$ cat config.mk
export PLATFORM = sky130hd
export DESIGN_NAME = fsst_core
export DESIGN_NICKNAME = d
export VERILOG_FILES = /design/src/rtl/fsst_pkg.sv /design/src/rtl/fsst_core.sv /design/src/rtl/fsst_saturate.sv
export SDC_FILE = /design/constraint.sdc
export NUM_CORES = 1
export LEC_CHECK = 0
export ABC_AREA = 1
export BUFFER_PORTS_ARGS = -buffer_cell sky130_fd_sc_hd__buf_2
export CORE_MARGIN = 4
export CORE_UTILIZATION = 52
export DETAILED_ROUTE_END_ITERATION = 10
export GPL_TIMING_DRIVEN = 0
export PLACE_DENSITY = 0.79
export SYNTH_ARGS = -nofsm -noshare
export SYNTH_HDL_FRONTEND = slang
export SYNTH_SLANG_ARGS = --single-unit
$ cat constraint.sdc
create_clock -name clk -period 2.9 [get_ports clk]
set_input_delay 0.87 -clock clk [delete_from_list [all_inputs] [get_ports clk]]
set_output_delay 0.87 -clock clk [all_outputs]
set_load 0.01 [all_outputs]
$ cat src/rtl/fsst_pkg.sv
// constants for the fifo status and self-test block
package fsst_pkg;
	// ****************************************
	// register offsets
	// ****************************************
	localparam logic [7:0] FSST_ADDR_STATUS = 8'h0b;
	localparam logic [7:0] FSST_ADDR_FIFO_CTRL = 8'h28;
	localparam logic [7:0] FSST_ADDR_WM_COUNT = 8'h29;
	localparam logic [7:0] FSST_ADDR_ROUTE_ONE = 8'h2a;
	localparam logic [7:0] FSST_ADDR_ROUTE_TWO = 8'h2b;
	localparam logic [7:0] FSST_ADDR_SELF_TEST = 8'h2e;
	// ****************************************
	// field positions
	// ****************************************
	localparam int FSST_BIT_NOT_EMPTY = 1;
	localparam int FSST_BIT_WATERMARK = 2;
	localparam int FSST_BIT_OVERRUN = 3;
	localparam int FSST_BIT_COUNT_HIGH = 3;
	localparam int FSST_BIT_ROUTE_LOW = 7;
	localparam int FSST_BIT_SELF_TEST = 0;
	// ****************************************
	// reset values and modes
	// ****************************************
	localparam logic [7:0] FSST_WM_COUNT_RST = 8'h80;
	localparam logic [7:0] FSST_ZERO_RST = 8'h00;
	localparam logic [1:0] FSST_MODE_OFF = 2'h0;
	localparam logic [1:0] FSST_MODE_OLDEST = 2'h1;
	localparam logic [1:0] FSST_MODE_STREAM = 2'h2;
endpackage : fsst_pkg

$ cat src/rtl/fsst_core.sv
// fifo status flags, interrupt pins and self-test control
`timescale 1ns/100ps

// Functional notes
// - a zero threshold count keeps the watermark flag raised.
// - threshold count register resets to 0x80.
// - not-empty flag, status bit 1, set while a sample waits.
// - not-empty flag clears as soon as the fifo is empty.
// - overrun flag, status bit 3, sets when new data replaces unread.
// - in oldest-saved mode, overrun sets when no room for a sample.
// - overrun clears when the host reads fifo contents.
// - overrun clears while the fifo is disabled.
// - self-test force bit applies the stimulus; clearing removes it.
// - axis results beyond range saturate at full scale.
// - watermark flag, bit 2, set while count reaches the threshold.
// - each irq pin ORs its mapped flags, polarity bit selects low.
module fsst_core
	import fsst_pkg::*;
#(
	parameter int CNT_W = 10,
	parameter int DEPTH = 512,
	parameter int AXIS_IN_W = 16,
	parameter int AXIS_OUT_W = 12
)
(
	// clock and reset
	input wire logic clk,
	input wire logic sys_rst,
	// register port
	input wire logic [7:0] reg_addr,
	input wire logic reg_wr,
	input wire logic reg_rd,
	input wire logic [7:0] reg_wdata,
	output logic [7:0] reg_rdata,
	// fifo occupancy and events
	input wire logic [CNT_W-1:0] fifo_count,
	input wire logic sample_push,
	input wire logic fifo_rd,
	output logic [1:0] fifo_mode,
	// axis result
	input wire logic signed [AXIS_IN_W-1:0] axis_raw,
	output logic signed [AXIS_OUT_W-1:0] axis_out,
	// self test
	output logic self_test_force,
	// interrupt pins
	output logic irq_pin_one_o,
	output logic irq_pin_one_oe,
	output logic irq_pin_two_o,
	output logic irq_pin_two_oe
);
	// ****************************************
	// registers
	// ****************************************
	logic [7:0] wm_count_r;
	logic [7:0] fifo_ctrl_r;
	logic [7:0] route_one_r;
	logic [7:0] route_two_r;
	logic [7:0] self_test_r;
	logic overrun_r;
	logic [7:0] reg_rdata_r;
	logic [AXIS_OUT_W-1:0] axis_out_r;
	logic irq_one_r;
	logic irq_two_r;
	logic irq_one_oe_r;
	logic irq_two_oe_r;

	function automatic logic [7:0] fsst_pin(input logic [7:0] route,
		input logic [7:0] stat);
		logic hit;
		hit = |(route[6:0] & stat[6:0]);
		fsst_pin = {7'h00, hit ^ route[FSST_BIT_ROUTE_LOW]};
	endfunction : fsst_pin

	// ****************************************
	// decode and flags
	// ****************************************
	wire wr_wm = reg_wr && reg_addr == FSST_ADDR_WM_COUNT;
	wire wr_ctrl = reg_wr && reg_addr == FSST_ADDR_FIFO_CTRL;
	wire wr_one = reg_wr && reg_addr == FSST_ADDR_ROUTE_ONE;
	wire wr_two = reg_wr && reg_addr == FSST_ADDR_ROUTE_TWO;
	wire wr_st = reg_wr && reg_addr == FSST_ADDR_SELF_TEST;
	wire [1:0] mode = fifo_ctrl_r[1:0];
	wire fifo_off = mode == FSST_MODE_OFF;
	wire [CNT_W-1:0] threshold = CNT_W'({fifo_ctrl_r[FSST_BIT_COUNT_HIGH],
		wm_count_r});
	wire full = fifo_count >= CNT_W'(DEPTH);
	// zero threshold trivially satisfied
	wire watermark = fifo_count >= threshold;
	wire not_empty = fifo_count != '0;
	// replace-unread and no-room both land on a push into a full fifo
	wire overrun_set = sample_push && full && !fifo_off;
	// set beats read-clear; disable always clears
	wire overrun_nxt = fifo_off ? 1'b0 :
		(overrun_set ? 1'b1 : (fifo_rd ? 1'b0 : overrun_r));
	wire [7:0] status = {4'h0, overrun_r, watermark, not_empty, 1'b0};
	wire [7:0] pin_one = fsst_pin(route_one_r, status);
	wire [7:0] pin_two = fsst_pin(route_two_r, status);
	wire [AXIS_OUT_W-1:0] axis_clip;
	// full-scale limits, only the checks below read them
	localparam logic signed [AXIS_IN_W-1:0] AXIS_MAX =
		AXIS_IN_W'((1 <<< (AXIS_OUT_W-1)) - 1);
	localparam logic signed [AXIS_IN_W-1:0] AXIS_MIN = ~AXIS_MAX;
	wire [7:0] rd_mux =
		reg_addr == FSST_ADDR_STATUS ? status :
		reg_addr == FSST_ADDR_FIFO_CTRL ? fifo_ctrl_r :
		reg_addr == FSST_ADDR_WM_COUNT ? wm_count_r :
		reg_addr == FSST_ADDR_ROUTE_ONE ? route_one_r :
		reg_addr == FSST_ADDR_ROUTE_TWO ? route_two_r :
		reg_addr == FSST_ADDR_SELF_TEST ? self_test_r : 8'h00;

	fsst_saturate #(.IN_W(AXIS_IN_W), .OUT_W(AXIS_OUT_W)) u_sat
	(
		.raw(axis_raw),
		.clipped(axis_clip)
	);

	// ****************************************
	// clocked state
	// ****************************************
	always_ff @(posedge clk)
	begin
		if (sys_rst)
		begin
			wm_count_r <= FSST_WM_COUNT_RST;
			fifo_ctrl_r <= FSST_ZERO_RST;
			route_one_r <= FSST_ZERO_RST;
			route_two_r <= FSST_ZERO_RST;
			self_test_r <= FSST_ZERO_RST;
			overrun_r <= 1'b0;
			reg_rdata_r <= 8'h00;
			axis_out_r <= '0;
			irq_one_r <= 1'b0;
			irq_two_r <= 1'b0;
			irq_one_oe_r <= 1'b0;
			irq_two_oe_r <= 1'b0;
		end
		else
		begin
			if (wr_wm)
				wm_count_r <= reg_wdata;
			if (wr_ctrl)
				fifo_ctrl_r <= reg_wdata;
			if (wr_one)
				route_one_r <= reg_wdata;
			if (wr_two)
				route_two_r <= reg_wdata;
			if (wr_st)
				self_test_r <= {7'h00, reg_wdata[FSST_BIT_SELF_TEST]};
			overrun_r <= overrun_nxt;
			if (reg_rd)
				reg_rdata_r <= rd_mux;
			axis_out_r <= axis_clip;
			irq_one_r <= pin_one[0];
			irq_two_r <= pin_two[0];
			// nothing mapped leaves the pin undriven
			irq_one_oe_r <= |route_one_r[6:0];
			irq_two_oe_r <= |route_two_r[6:0];
		end
	end

	assign reg_rdata = reg_rdata_r;
	assign fifo_mode = mode;
	assign axis_out = axis_out_r;
	assign self_test_force = self_test_r[FSST_BIT_SELF_TEST];
	assign irq_pin_one_o = irq_one_r;
	assign irq_pin_one_oe = irq_one_oe_r;
	assign irq_pin_two_o = irq_two_r;
	assign irq_pin_two_oe = irq_two_oe_r;

	// ****************************************
	// checks
	// ****************************************
	a_wm_zero_set: assert property (@(posedge clk) disable iff (sys_rst)
		threshold == '0 |-> status[FSST_BIT_WATERMARK])
		else $error("watermark low with zero threshold");
	a_wm_reset_val: assert property (@(posedge clk)
		$past(sys_rst) && !sys_rst |-> wm_count_r == 8'h80)
		else $error("threshold reset value wrong");
	a_ne_set: assert property (@(posedge clk) disable iff (sys_rst)
		fifo_count != '0 |-> status[FSST_BIT_NOT_EMPTY])
		else $error("not-empty missing");
	a_ne_clear: assert property (@(posedge clk) disable iff (sys_rst)
		fifo_count == '0 |-> !status[FSST_BIT_NOT_EMPTY])
		else $error("not-empty stuck");
	a_ovr_set: assert property (@(posedge clk) disable iff (sys_rst)
		sample_push && full && !fifo_off |=> status[FSST_BIT_OVERRUN])
		else $error("overrun not set");
	a_ovr_oldest: assert property (@(posedge clk) disable iff (sys_rst)
		mode == FSST_MODE_OLDEST && sample_push && full |=> overrun_r)
		else $error("oldest-mode overrun missed");
	a_ovr_rdclr: assert property (@(posedge clk) disable iff (sys_rst)
		fifo_rd && !overrun_set |=> !overrun_r)
		else $error("overrun survived read");
	a_ovr_off: assert property (@(posedge clk) disable iff (sys_rst)
		fifo_off |=> !overrun_r)
		else $error("overrun set while disabled");
	a_st_follow: assert property (@(posedge clk) disable iff (sys_rst)
		wr_st |=> self_test_force == $past(reg_wdata[FSST_BIT_SELF_TEST]))
		else $error("self-test force not applied");
	a_wm_level: assert property (@(posedge clk) disable iff (sys_rst)
		status[FSST_BIT_WATERMARK] == (fifo_count >= threshold))
		else $error("watermark level wrong");
	a_irq_pol: assert property (@(posedge clk) disable iff (sys_rst)
		##1 irq_pin_one_o == ($past(|(route_one_r[6:0] & status[6:0]))
		^ $past(route_one_r[FSST_BIT_ROUTE_LOW])))
		else $error("irq one level wrong");
	a_st_reset: assert property (@(posedge clk)
		$past(sys_rst) && !sys_rst |-> !self_test_force)
		else $error("self-test force set after reset");
	a_sat_clip: assert property (@(posedge clk) disable iff (sys_rst)
		$signed(axis_raw) > $signed(AXIS_IN_W'((1 <<< (AXIS_OUT_W-1)) - 1))
		|=> axis_out == {1'b0, {(AXIS_OUT_W-1){1'b1}}})
		else $error("axis wrapped instead of clipping");

	// ****************************************
	// register port, flag, irq pin, self-test and axis clip checks
	// ****************************************

	a_rd_hold: assert property (@(posedge clk) disable iff (sys_rst)
		!reg_rd |=> $stable(reg_rdata))
		else $error("read data moved without a read");

	a_rd_data: assert property (@(posedge clk) disable iff (sys_rst)
		reg_rd |=> reg_rdata == $past(rd_mux))
		else $error("read data not from addressed register");

	a_rd_unmapped: assert property (@(posedge clk) disable iff (sys_rst)
		reg_rd && reg_addr == 8'h3f |=> reg_rdata == 8'h00)
		else $error("unmapped read not zero");

	a_ovr_beats_rd: assert property (@(posedge clk) disable iff (sys_rst)
		overrun_set && fifo_rd |=> overrun_r)
		else $error("read clear beat overrun set");

	a_ovr_hold: assert property (@(posedge clk) disable iff (sys_rst)
		!overrun_set && !fifo_rd && !fifo_off |=> $stable(overrun_r))
		else $error("overrun changed with no event");

	a_ovr_stream: assert property (@(posedge clk) disable iff (sys_rst)
		mode == FSST_MODE_STREAM && sample_push && full |=> overrun_r)
		else $error("stream-mode overrun missed");

	a_ovr_quiet: assert property (@(posedge clk) disable iff (sys_rst)
		!overrun_r && !overrun_set |=> !overrun_r)
		else $error("overrun rose with no push into full fifo");

	a_wm_clear: assert property (@(posedge clk) disable iff (sys_rst)
		fifo_count < threshold |-> !status[FSST_BIT_WATERMARK])
		else $error("watermark set below threshold");

	a_wm_write: assert property (@(posedge clk) disable iff (sys_rst)
		wr_wm |=> wm_count_r == $past(reg_wdata))
		else $error("threshold count write lost");

	a_ctrl_write: assert property (@(posedge clk) disable iff (sys_rst)
		wr_ctrl |=> fifo_ctrl_r == $past(reg_wdata))
		else $error("fifo control write lost");

	a_route_write: assert property (@(posedge clk) disable iff (sys_rst)
		wr_one |=> route_one_r == $past(reg_wdata))
		else $error("route one write lost");

	a_irq_two_pol: assert property (@(posedge clk) disable iff (sys_rst)
		##1 irq_pin_two_o == ($past(|(route_two_r[6:0] & status[6:0]))
		^ $past(route_two_r[FSST_BIT_ROUTE_LOW])))
		else $error("irq two level wrong");

	a_oe_one: assert property (@(posedge clk) disable iff (sys_rst)
		##1 irq_pin_one_oe == $past(|route_one_r[6:0]))
		else $error("irq one drive enable wrong");

	a_oe_two: assert property (@(posedge clk) disable iff (sys_rst)
		##1 irq_pin_two_oe == $past(|route_two_r[6:0]))
		else $error("irq two drive enable wrong");

	a_st_hold: assert property (@(posedge clk) disable iff (sys_rst)
		!wr_st |=> $stable(self_test_force))
		else $error("self-test force moved without a write");

	a_sat_low: assert property (@(posedge clk) disable iff (sys_rst)
		axis_raw < AXIS_MIN |=> axis_out == AXIS_MIN[AXIS_OUT_W-1:0])
		else $error("axis wrapped below negative full scale");

	a_sat_pass: assert property (@(posedge clk) disable iff (sys_rst)
		axis_raw <= AXIS_MAX && axis_raw >= AXIS_MIN
		|=> axis_out == $past(axis_raw[AXIS_OUT_W-1:0]))
		else $error("in-range axis value altered");
endmodule : fsst_core

$ cat src/rtl/fsst_saturate.sv
// clips a wide axis result into the output word width
`timescale 1ns/100ps
module fsst_saturate
#(
	parameter int IN_W = 16,
	parameter int OUT_W = 12
)
(
	// wide result
	input wire logic signed [IN_W-1:0] raw,
	// clipped result
	output logic signed [OUT_W-1:0] clipped
);
	localparam logic signed [IN_W-1:0] MAX_V = IN_W'((1 <<< (OUT_W-1)) - 1);
	localparam logic signed [IN_W-1:0] MIN_V = -IN_W'(1 <<< (OUT_W-1));

	wire over = raw > MAX_V;
	wire under = raw < MIN_V;

	// clip to full scale, never wrap
	assign clipped = over ? MAX_V[OUT_W-1:0] :
		(under ? MIN_V[OUT_W-1:0] : raw[OUT_W-1:0]);
endmodule : fsst_saturate

* After elaboration in Yosys (flattened, before gate mapping) *
Cells that the tools add are included.
Widths: inputs -> output; s select.

storage, ports and cells
  output and inout port bits = 27
  register bits = 58

operators by class
  $lt $le $gt $ge = 4
  reduce and logical (&&, ||, !) cells = 17
  equal/unequal tests = 6
  bitwise gates (word level) = 4
  mux-type cells = 10

operator list
  cell                  count
  $eq 8x6->1 const B    5
  $mux 8                5
  $reduce_or 7->1       4
  $gt 16x12->1 const B  1
  $lt 16x12->1 const B  1
  $and 7x4->7           2
  $mux 12               1
  $mux 11               1
  $ge 10x10->1 const B  1
  $ge 10x9->1           1
  $reduce_bool 10->1    1
  $eq 8x4->1 const B    1
  $logic_and 1x1->1     7
  $reduce_or 2->1       2
  $mux 1                3
  $logic_not 2->1       1
  $reduce_bool 2->1     1
  $xor 1x1->1           2
  $logic_not 1->1       1

* Longest topological paths before layout *
Gate-level depths: netlist (run 1).

  depth after elaboration = 7
  depth in mapped cells = 13
  depth with buffers taken out = 13

* Modules after synthesis *
Synthesis (run 1) repeated with hierarchy kept, for this count alone.

unflattened totals
  cells, all modules = 414
  area total of the unflattened synthesis = 2869.0 um^2

modules (own cells, without submodules)
  module         area each (um^2)  seq. area each (um^2)  cells an instance  instances
  fsst_core      2730.1            1161.1                 383                1
  fsst_saturate  138.9             0.0                    31                 1

* Worst setup path after synthesis (run 1) *
Ideal clock, no wire load.

  kind = in2reg
  start = input port reg_addr[7]
  end = register reg_rdata_r[7] (netlist: reg_rdata[7])
  stages on the path = 9
  data required time = 2.768 ns
  slack = 0.987 ns
  path buffers = 1
  arrival = 1.781 ns
  path through = nor2_2 nand3_2 nor3_4 nand2_4 buf_6 nor2_4 nor2_1 nand2_1 a21oi_1

between the ends
  longest elaborated chain between the ends = 6
  elaborated cells between the ends (all ways) = 10

RTL lines
  what                  RTL line          RTL
  from (decl)           fsst_core.sv:30   input wire logic [7:0] reg_addr,
  $eq 8x6->1            fsst_core.sv:108  reg_addr == FSST_ADDR_ROUTE_TWO ? route_two_r :
  $mux 8                fsst_core.sv:108
  $mux 8                fsst_core.sv:107  reg_addr == FSST_ADDR_ROUTE_ONE ? route_one_r :
  $mux 8                fsst_core.sv:106  reg_addr == FSST_ADDR_WM_COUNT ? wm_count_r :
  $mux 8                fsst_core.sv:105  reg_addr == FSST_ADDR_FIFO_CTRL ? fifo_ctrl_r :
  $mux 8 (*)            fsst_core.sv:104  reg_addr == FSST_ADDR_STATUS ? status :
  to (signal assigned)  fsst_core.sv:151  reg_rdata_r <= rd_mux;
  to (decl)             fsst_core.sv:60   logic [7:0] reg_rdata_r;

Every way passes the cells marked *; elsewhere a longest branch is shown, timed or not.
A chain may end at the register's enable or synchronous reset.

* Worst setup path after layout (run 1) *
  start = register fifo_ctrl_r[0]
  end = output port fifo_mode[0]

RTL lines
  what                    RTL line          RTL
  from (decl)             fsst_core.sv:55   logic [7:0] fifo_ctrl_r;
  from (signal assigned)  fsst_core.sv:142  fifo_ctrl_r <= reg_wdata;
  to (decl)               fsst_core.sv:39   output logic [1:0] fifo_mode,

No word-level cell between the ends.

==> impl_metrics.env, run 1 <==
export IMPL_crit_path_max_incr_delay_ps=420
export IMPL_wl_per_cell_microns=14.31
export IMPL_final_period_utilization_pct=64.78
export IMPL_fin_setup_tns_ps=0
export IMPL_placed_cells=540
export IMPL_required_ps=2030
export IMPL_cpLargestDelayFamily="flip-flops"
export IMPL_cts_num_sinks=58
export IMPL_num_rows=26
export IMPL_fin_skew_ps=8.271
export IMPL_synth_commonest_cells="inv_1 (61), dfxtp_1 (58), nand2_1 (58)"
export IMPL_synth_async_reset_ratio_pct=0
export IMPL_boundaryPins=75
export IMPL_synth_area_sq_mm=0.002856
export IMPL_setup_violations_final=0
export IMPL_grt_overflow_total=0
export IMPL_route_detailed_drc=0
export IMPL_synth_area_top_cells="dfxtp_1 (41%), a21oi_1 (8.4%), inv_1 (8.0%)"
export IMPL_yosysWarningCount=0
export IMPL_antenna_found_initial=0
export IMPL_worstSkewPairLatency_ps=350
export IMPL_timing_final_max_slew_violations=0
export IMPL_nFillCells=472
export IMPL_postRouteAntennaNets=0
export IMPL_rsz0062_at_grt="false"
export IMPL_die_h_microns=82.12
export IMPL_vias_per_cell=5.198
export IMPL_synth_seq_cells=58
export IMPL_numCtsBuffers=9
export IMPL_io_buffers=73
export IMPL_synth_avg_cell_area_sq_um=7.195
export IMPL_worst_slack_ps=1022
export IMPL_post_synth_top_count_cell="inv_1"
export IMPL_diodes=0
export IMPL_top_usage_layer="met2"
export IMPL_ys_types=34
export IMPL_fin_nets=538
export IMPL_dp_hpwl_microns=6017
export IMPL_critPathArrivalTime_ps=1010
export IMPL_synth_cells=397
export IMPL_ir_worst_vdd_mv=0.3397
export IMPL_path_clk_slew_ps=70
export IMPL_met3_usage_pct=5.748
export IMPL_fin_cells=556
export IMPL_cts_hold_buf=0
export IMPL_hold_class="register to register"
export IMPL_finalHoldViolCount=0
export IMPL_max_freq_mhz=532.3
export IMPL_drv_cap=0
export IMPL_max_slew_margin_pct=68.04
export IMPL_slowest_stage="dfxtp_1"
export IMPL_cp_max_fo=4
export IMPL_start_kind="register"
export IMPL_yosysTopAreaCell="dfxtp_1"
export IMPL_syn2layout_area_growth_pct=24.57
export IMPL_grt_pass1_vias=2738
export IMPL_grtUsageMet1_pct=32.52
export IMPL_ys_seq_area_share_pct=40.65
export IMPL_period_minus_slack_ps=1878
export IMPL_worstPathCellList="buf_4 > buf_2"
export IMPL_path_class="register to output port"
export IMPL_power_density_mw_per_mm2=534.5
export IMPL_synth_edff_count=0
export IMPL_synth_ff_type="dfxtp_1"
export IMPL_grt_use_met2_pct=40.63
export IMPL_core_area_sq_mm=0.005205
export IMPL_clock_path_buffers=2
export IMPL_wl_microns=7956
export IMPL_htree_levels=3
export IMPL_outcome="finished, final reports clean"
export IMPL_vias=2890
export IMPL_r2r_slack_ps=1260
export IMPL_firstDrtPassIters=4
export IMPL_grt_total_usage_pct=25.41
export IMPL_place_congestion=0.9149
export IMPL_post_cts_setup_buffer_count=0
export IMPL_synth_top_area_share_pct=40.65
export IMPL_cts_resized_gates=0
export IMPL_dieWidth_microns=82.12
export IMPL_post_place_ws_ps=676.0
export IMPL_cts_tree="built"
export IMPL_floorplan_initialDensity_pct=54.88
export IMPL_grt_max_degree=13
export IMPL_die_area_sq_mm=0.006743
export IMPL_clockRootBuffer="clkbuf_8"
export IMPL_drtIter0Drc=208
export IMPL_worst_slew_pin_slew_ps=479.5
export IMPL_end_kind="output port"
export IMPL_syn_nets=454
export IMPL_path_buf_inv=2
export IMPL_leakagePower_nw=1.678
export IMPL_drive_gt1_share_pct=24.49
export IMPL_grt_first_pass_wirelength_microns=12710
-- final timing paths --
| path | start | end | cells past startpoint |
|---|---|---|---|
| hold reg to reg | reg_rdata[2]$_SDFFE_PP0P_ | reg_rdata[2]$_SDFFE_PP0P_ | 2 |
| hold / removal | reg_rdata[2]$_SDFFE_PP0P_ | reg_rdata[2]$_SDFFE_PP0P_ | 2 |
| setup / recovery | fifo_ctrl_r[0]$_SDFFE_PP0P_ | fifo_mode[0] | 2 |
| setup reg to reg | fifo_ctrl_r[3]$_SDFFE_PP0P_ | irq_pin_two_o$_SDFF_PP0_ | 11 |
-- tightest hold or removal path, delay by kind of cell, from the launching register on --
family / cells / cell delay, ps
AOI/OAI and AO/OA: 1 / 50
and+or+nand+nor: 1 / 60
DFF: 1 / 310
-- cells by family after synthesis --
kind of cell | after synthesis | synth area share, %
AND/OR/NAND/NOR | 150 | 25.71
adder cells (fa/ha/maj) | 9 | 3.942
buffers and inverters | 78 | 11.39
AO/OA/AOI/OAI | 102 | 18.31
flip-flops | 58 | 40.65
-- stage by stage --
step | power [W] | hold slack [ps] | utilization, % | instance area (sq um)
after CTS | 0.001911 | 468.8 | 68.37 | 3558
after detailed placement | 0.0009878 | 457.6 | 63.58 | 3309
after global placement | 0.0009829 | 450.4 | 63.58 | 3309
final | 0.001902 | 465.7 | 68.37 | 3558
after floorplan | 0.0009092 | 436.6 | - | 2856
after global routing | 0.001975 | 494.5 | 68.37 | 3558
-- where the power goes --
part / internal, W / switching (W)
Clock: 0.000578 / 0.000352
Combinational: 0.0000575 / 0.000102
Sequential: 0.000809 / 0.00000377
-- placed cells by master (no fill, tap or decap), drive strengths merged, types with 10 or more instances in the layout --
master	n
clkbuf	14
o21ai	50
buf	81
nand3	22
nand2	63
nor3	10
a21oi	48
inv	65
dfxtp	58
nor2	48
-- state kept, by name (all words and copies together) (netlist names) --
signal,count
overrun_r,1
wm_count_r,8
irq_pin_one_o,1
reg_rdata,8
axis_out,12
irq_pin_two_o,1
irq_pin_one_oe,1
fifo_ctrl_r,8
route_one_r,8
irq_pin_two_oe,1
route_two_r,8
self_test_r,1
-- per-layer routing --
layer,vias to the layer above,part of all wire [%]
met5,-,0
met4,0,3.1
met3,26,9.0
met2,101,48
met1,1309,40
li1,1454,-
-- final cells by class --
cell class / count / area [sq um] / share of cell area [%]
plain buffers: 13 / 78.83 / 2.215
clock buffers: 9 / 123.9 / 3.481
clock inverters: 7 / 125.1 / 3.516
inverters: 65 / 246.5 / 6.927
multi-input cells: 261 / 1370 / 38.50
flip-flops and latches: 58 / 1161 / 32.63
well taps: 70 / 87.58 / 2.461
repair buffers: 73 / 365.4 / 10.27
Power figures use the tool's default switching activity.
==> run 2: changes to the inputs <==
ABC_AREA = 0   (was 1)
PLACE_DENSITY = 0.8   (was 0.79)
clock period = 1.9 ns   (was 2.9 ns; I/O delays follow)
==> run 2 against run 1 <==
Against the previous run: the flow now finishes with violations (setup timing); synthesized cell count fell by 29%; sequential power rose by 53%; critical path depth rose by 5; die area fell by 6.1%; via count fell by 19%; global-route usage fell by 2.7 points; sequential cell count did not move; cell count fell by 21%; largest cell class unchanged; highest routed layer unchanged.
==> impl_metrics.env, run 2 <==
export IMPL_outcome="finished with violations"
export IMPL_violations="setup timing"
export IMPL_seq_area_sq_mm=0.001166
export IMPL_rsz0062_at_grt="true"
export IMPL_largest_register_ffs=12
export IMPL_vias=2353
export IMPL_htree_levels=3
export IMPL_drv_cap=0
export IMPL_max_freq_mhz=513.5
export IMPL_fin_skew_ps=5.426
export IMPL_synth_avg_cell_area_sq_um=9.417
export IMPL_timing_final_max_slew_violations=0
export IMPL_io_buffers=72
export IMPL_clockRootBuffer="clkbuf_8"
export IMPL_die_area_sq_mm=0.006335
export IMPL_clock_path_buffers=2
export IMPL_grt_overflow_total=0
export IMPL_ir_worst_vdd_mv=0.5504
export IMPL_post_synth_top_count_cell="dfxtp_1"
export IMPL_cts_num_sinks=58
export IMPL_ys_types=41
export IMPL_num_rows=25
export IMPL_path_class="input port to register"
export IMPL_synth_area_top_cells="dfxtp_1 (44%), mux2i_1 (7.1%), mux4_2 (5.9%)"
export IMPL_path_clk_slew_ps=60
export IMPL_place_congestion=0.8739
export IMPL_synth_top_area_share_pct=43.57
export IMPL_route_detailed_drc=0
export IMPL_dieWidth_microns=79.59
export IMPL_synth_async_reset_ratio_pct=0
export IMPL_grt_pass1_vias=2304
export IMPL_synth_edff_count=0
export IMPL_required_ps=2120
export IMPL_cts_tree="built"
export IMPL_cp_max_fo=3
export IMPL_total_power_w=0.002495
export IMPL_post_place_ws_ps=-385.3
export IMPL_wl_per_cell_microns=15.17
export IMPL_boundaryPins=75
export IMPL_r2r_slack_ps=-40
export IMPL_critPathArrivalTime_ps=2170
export IMPL_numCtsBuffers=9
export IMPL_syn_nets=340
export IMPL_synth_cells=283
export IMPL_nFillCells=354
export IMPL_die_h_microns=79.59
export IMPL_synth_seq_cells=58
export IMPL_grt_max_degree=11
export IMPL_postRouteAntennaNets=0
export IMPL_worst_slew_pin_slew_ps=555.2
export IMPL_ys_seq_area_share_pct=43.57
export IMPL_vias_per_cell=5.324
export IMPL_power_density_mw_per_mm2=735.6
export IMPL_final_common_cell="buf_2"
export IMPL_drtIter0Drc=157
export IMPL_max_slew_margin_pct=62.98
export IMPL_worstSkewPairLatency_ps=330
export IMPL_firstDrtPassIters=5
export IMPL_end_kind="register"
export IMPL_period_minus_slack_ps=1947
export IMPL_finalHoldViolCount=0
export IMPL_antenna_found_initial=0
export IMPL_dp_hpwl_microns=5100
export IMPL_core_area_sq_mm=0.004848
export IMPL_final_cell_mix="buf_2 (75), dfxtp_1 (54), nand2_1 (41), nor2_1 (24), a21oi_1 (24)"
export IMPL_multi_input_area_sq_mm=0.001399
export IMPL_synth_ff_type="dfxtp_1"
export IMPL_synth_commonest_cells="dfxtp_1 (58), nand2_1 (41), a21oi_1 (25)"
export IMPL_yosysTopAreaCell="dfxtp_1"
export IMPL_setup_violations_final=2
export IMPL_leakagePower_nw=1.499
export IMPL_floorplan_initialDensity_pct=54.97
export IMPL_start_kind="input port"
export IMPL_final_period_utilization_pct=102.5
export IMPL_cts_hold_buf=0
export IMPL_syn2layout_area_growth_pct=27.28
export IMPL_drive_gt1_share_pct=34.13
export IMPL_grt_total_usage_pct=22.76
export IMPL_yosysWarningCount=0
export IMPL_diodes=0
export IMPL_wl_microns=6705
export IMPL_fin_nets=427
export IMPL_worst_slack_ps=-47.48
export IMPL_synth_area_sq_mm=0.002665
export IMPL_hold_class="input port to register"
export IMPL_grt_first_pass_wirelength_microns=11070
-- run 2: changes by cell type after synthesis, moves of 6 or more --
cell and change:
o21a_1 +13, nand2_1 -17, nor2_4 -6, inv_1 -48
o21ai_0 -40, mux2i_1 +19, nor2_1 -16, o21ai_1 -10
mux4_2 +7, nand3_1 -10, a21oi_1 -23
-- run 2: layout make-up --
type / instances / share of cell area [%]
Multi-Input combinational cell: 193 / 41.24
Sequential cell: 58 / 34.38
Timing Repair Buffer: 76 / 11.69
Clock buffer: 14 / 5.090
Buffer: 18 / 3.135
Tap cell: 67 / 2.471
Inverter: 14 / 1.697
Clock inverter: 2 / 0.2951
-- run 2: timing repair --
item,CTS,global route
pin swaps,6,5
cloned,0,0
resized for setup,3,5
setup endpoints to repair,10,25
setup buffers,2,2
-- run 2: kinds of logic after synthesis --
family	synth area share, %
adders and majority gates	4.225
buffers and inverters	5.868
DFF	43.57
AOI/OAI and AO/OA	14.13
muxes	13.90
and+or+nand+nor	18.31
-- run 2: metrics by stage --
stage               setup TNS [ps]  utilization [%]  cell area (sq um)  hold WS (ps)  instances
floorplan                    -2431                -               2714         441.3        283
global placement            -10340            65.14               3158         452.9        422
detailed placement          -11270            65.14               3158         455.8        422
CTS                         -165.5            69.26               3358         435.3        440
global route                -584.0            69.96               3392         438.8        442
finish                      -93.11            69.96               3392         443.4        442
-- run 2: path summary, 6_finish.rpt --
check                              from                   endpoint  cells after the start
max reg2reg  wm_count_r[7]$_SDFFE_PP1P_   irq_pin_one_o$_SDFF_PP0_                      7
min                        axis_raw[10]    axis_out[10]$_SDFF_PP0_                      2
min reg2reg   reg_rdata[5]$_SDFFE_PP0P_  reg_rdata[5]$_SDFFE_PP0P_                      2
max                       fifo_count[7]   irq_pin_one_o$_SDFF_PP0_                      7
-- run 2: report_power, final --
group / leakage (nW) / switching [W] / internal, W
sequential: 0.471 / 0.00000430 / 0.00123
combinational: 0.932 / 0.000127 / 0.0000972
clock: 0.0965 / 0.000456 / 0.000577
total: 1.50 / 0.000587 / 0.00191
-- run 2: layer usage --
| layer | vias up | global-route usage, % | share of wire [%] |
|---|---|---|---|
| li1 | 1175 | - | - |
| met3 | 10 | 5.869 | 7.4 |
| met2 | 77 | 35.48 | 47 |
| met5 | - | 0 | 0 |
| met1 | 1091 | 30.53 | 44 |
| met4 | 0 | 7.904 | 1.7 |
-- run 2: critical path, cell delays in order --
cell      delay (ps)
buf_2            120
ha_4             230
a21o_1           160
a211oi_2         250
o211ai_1         190
a31oi_1          280
mux2_2           370
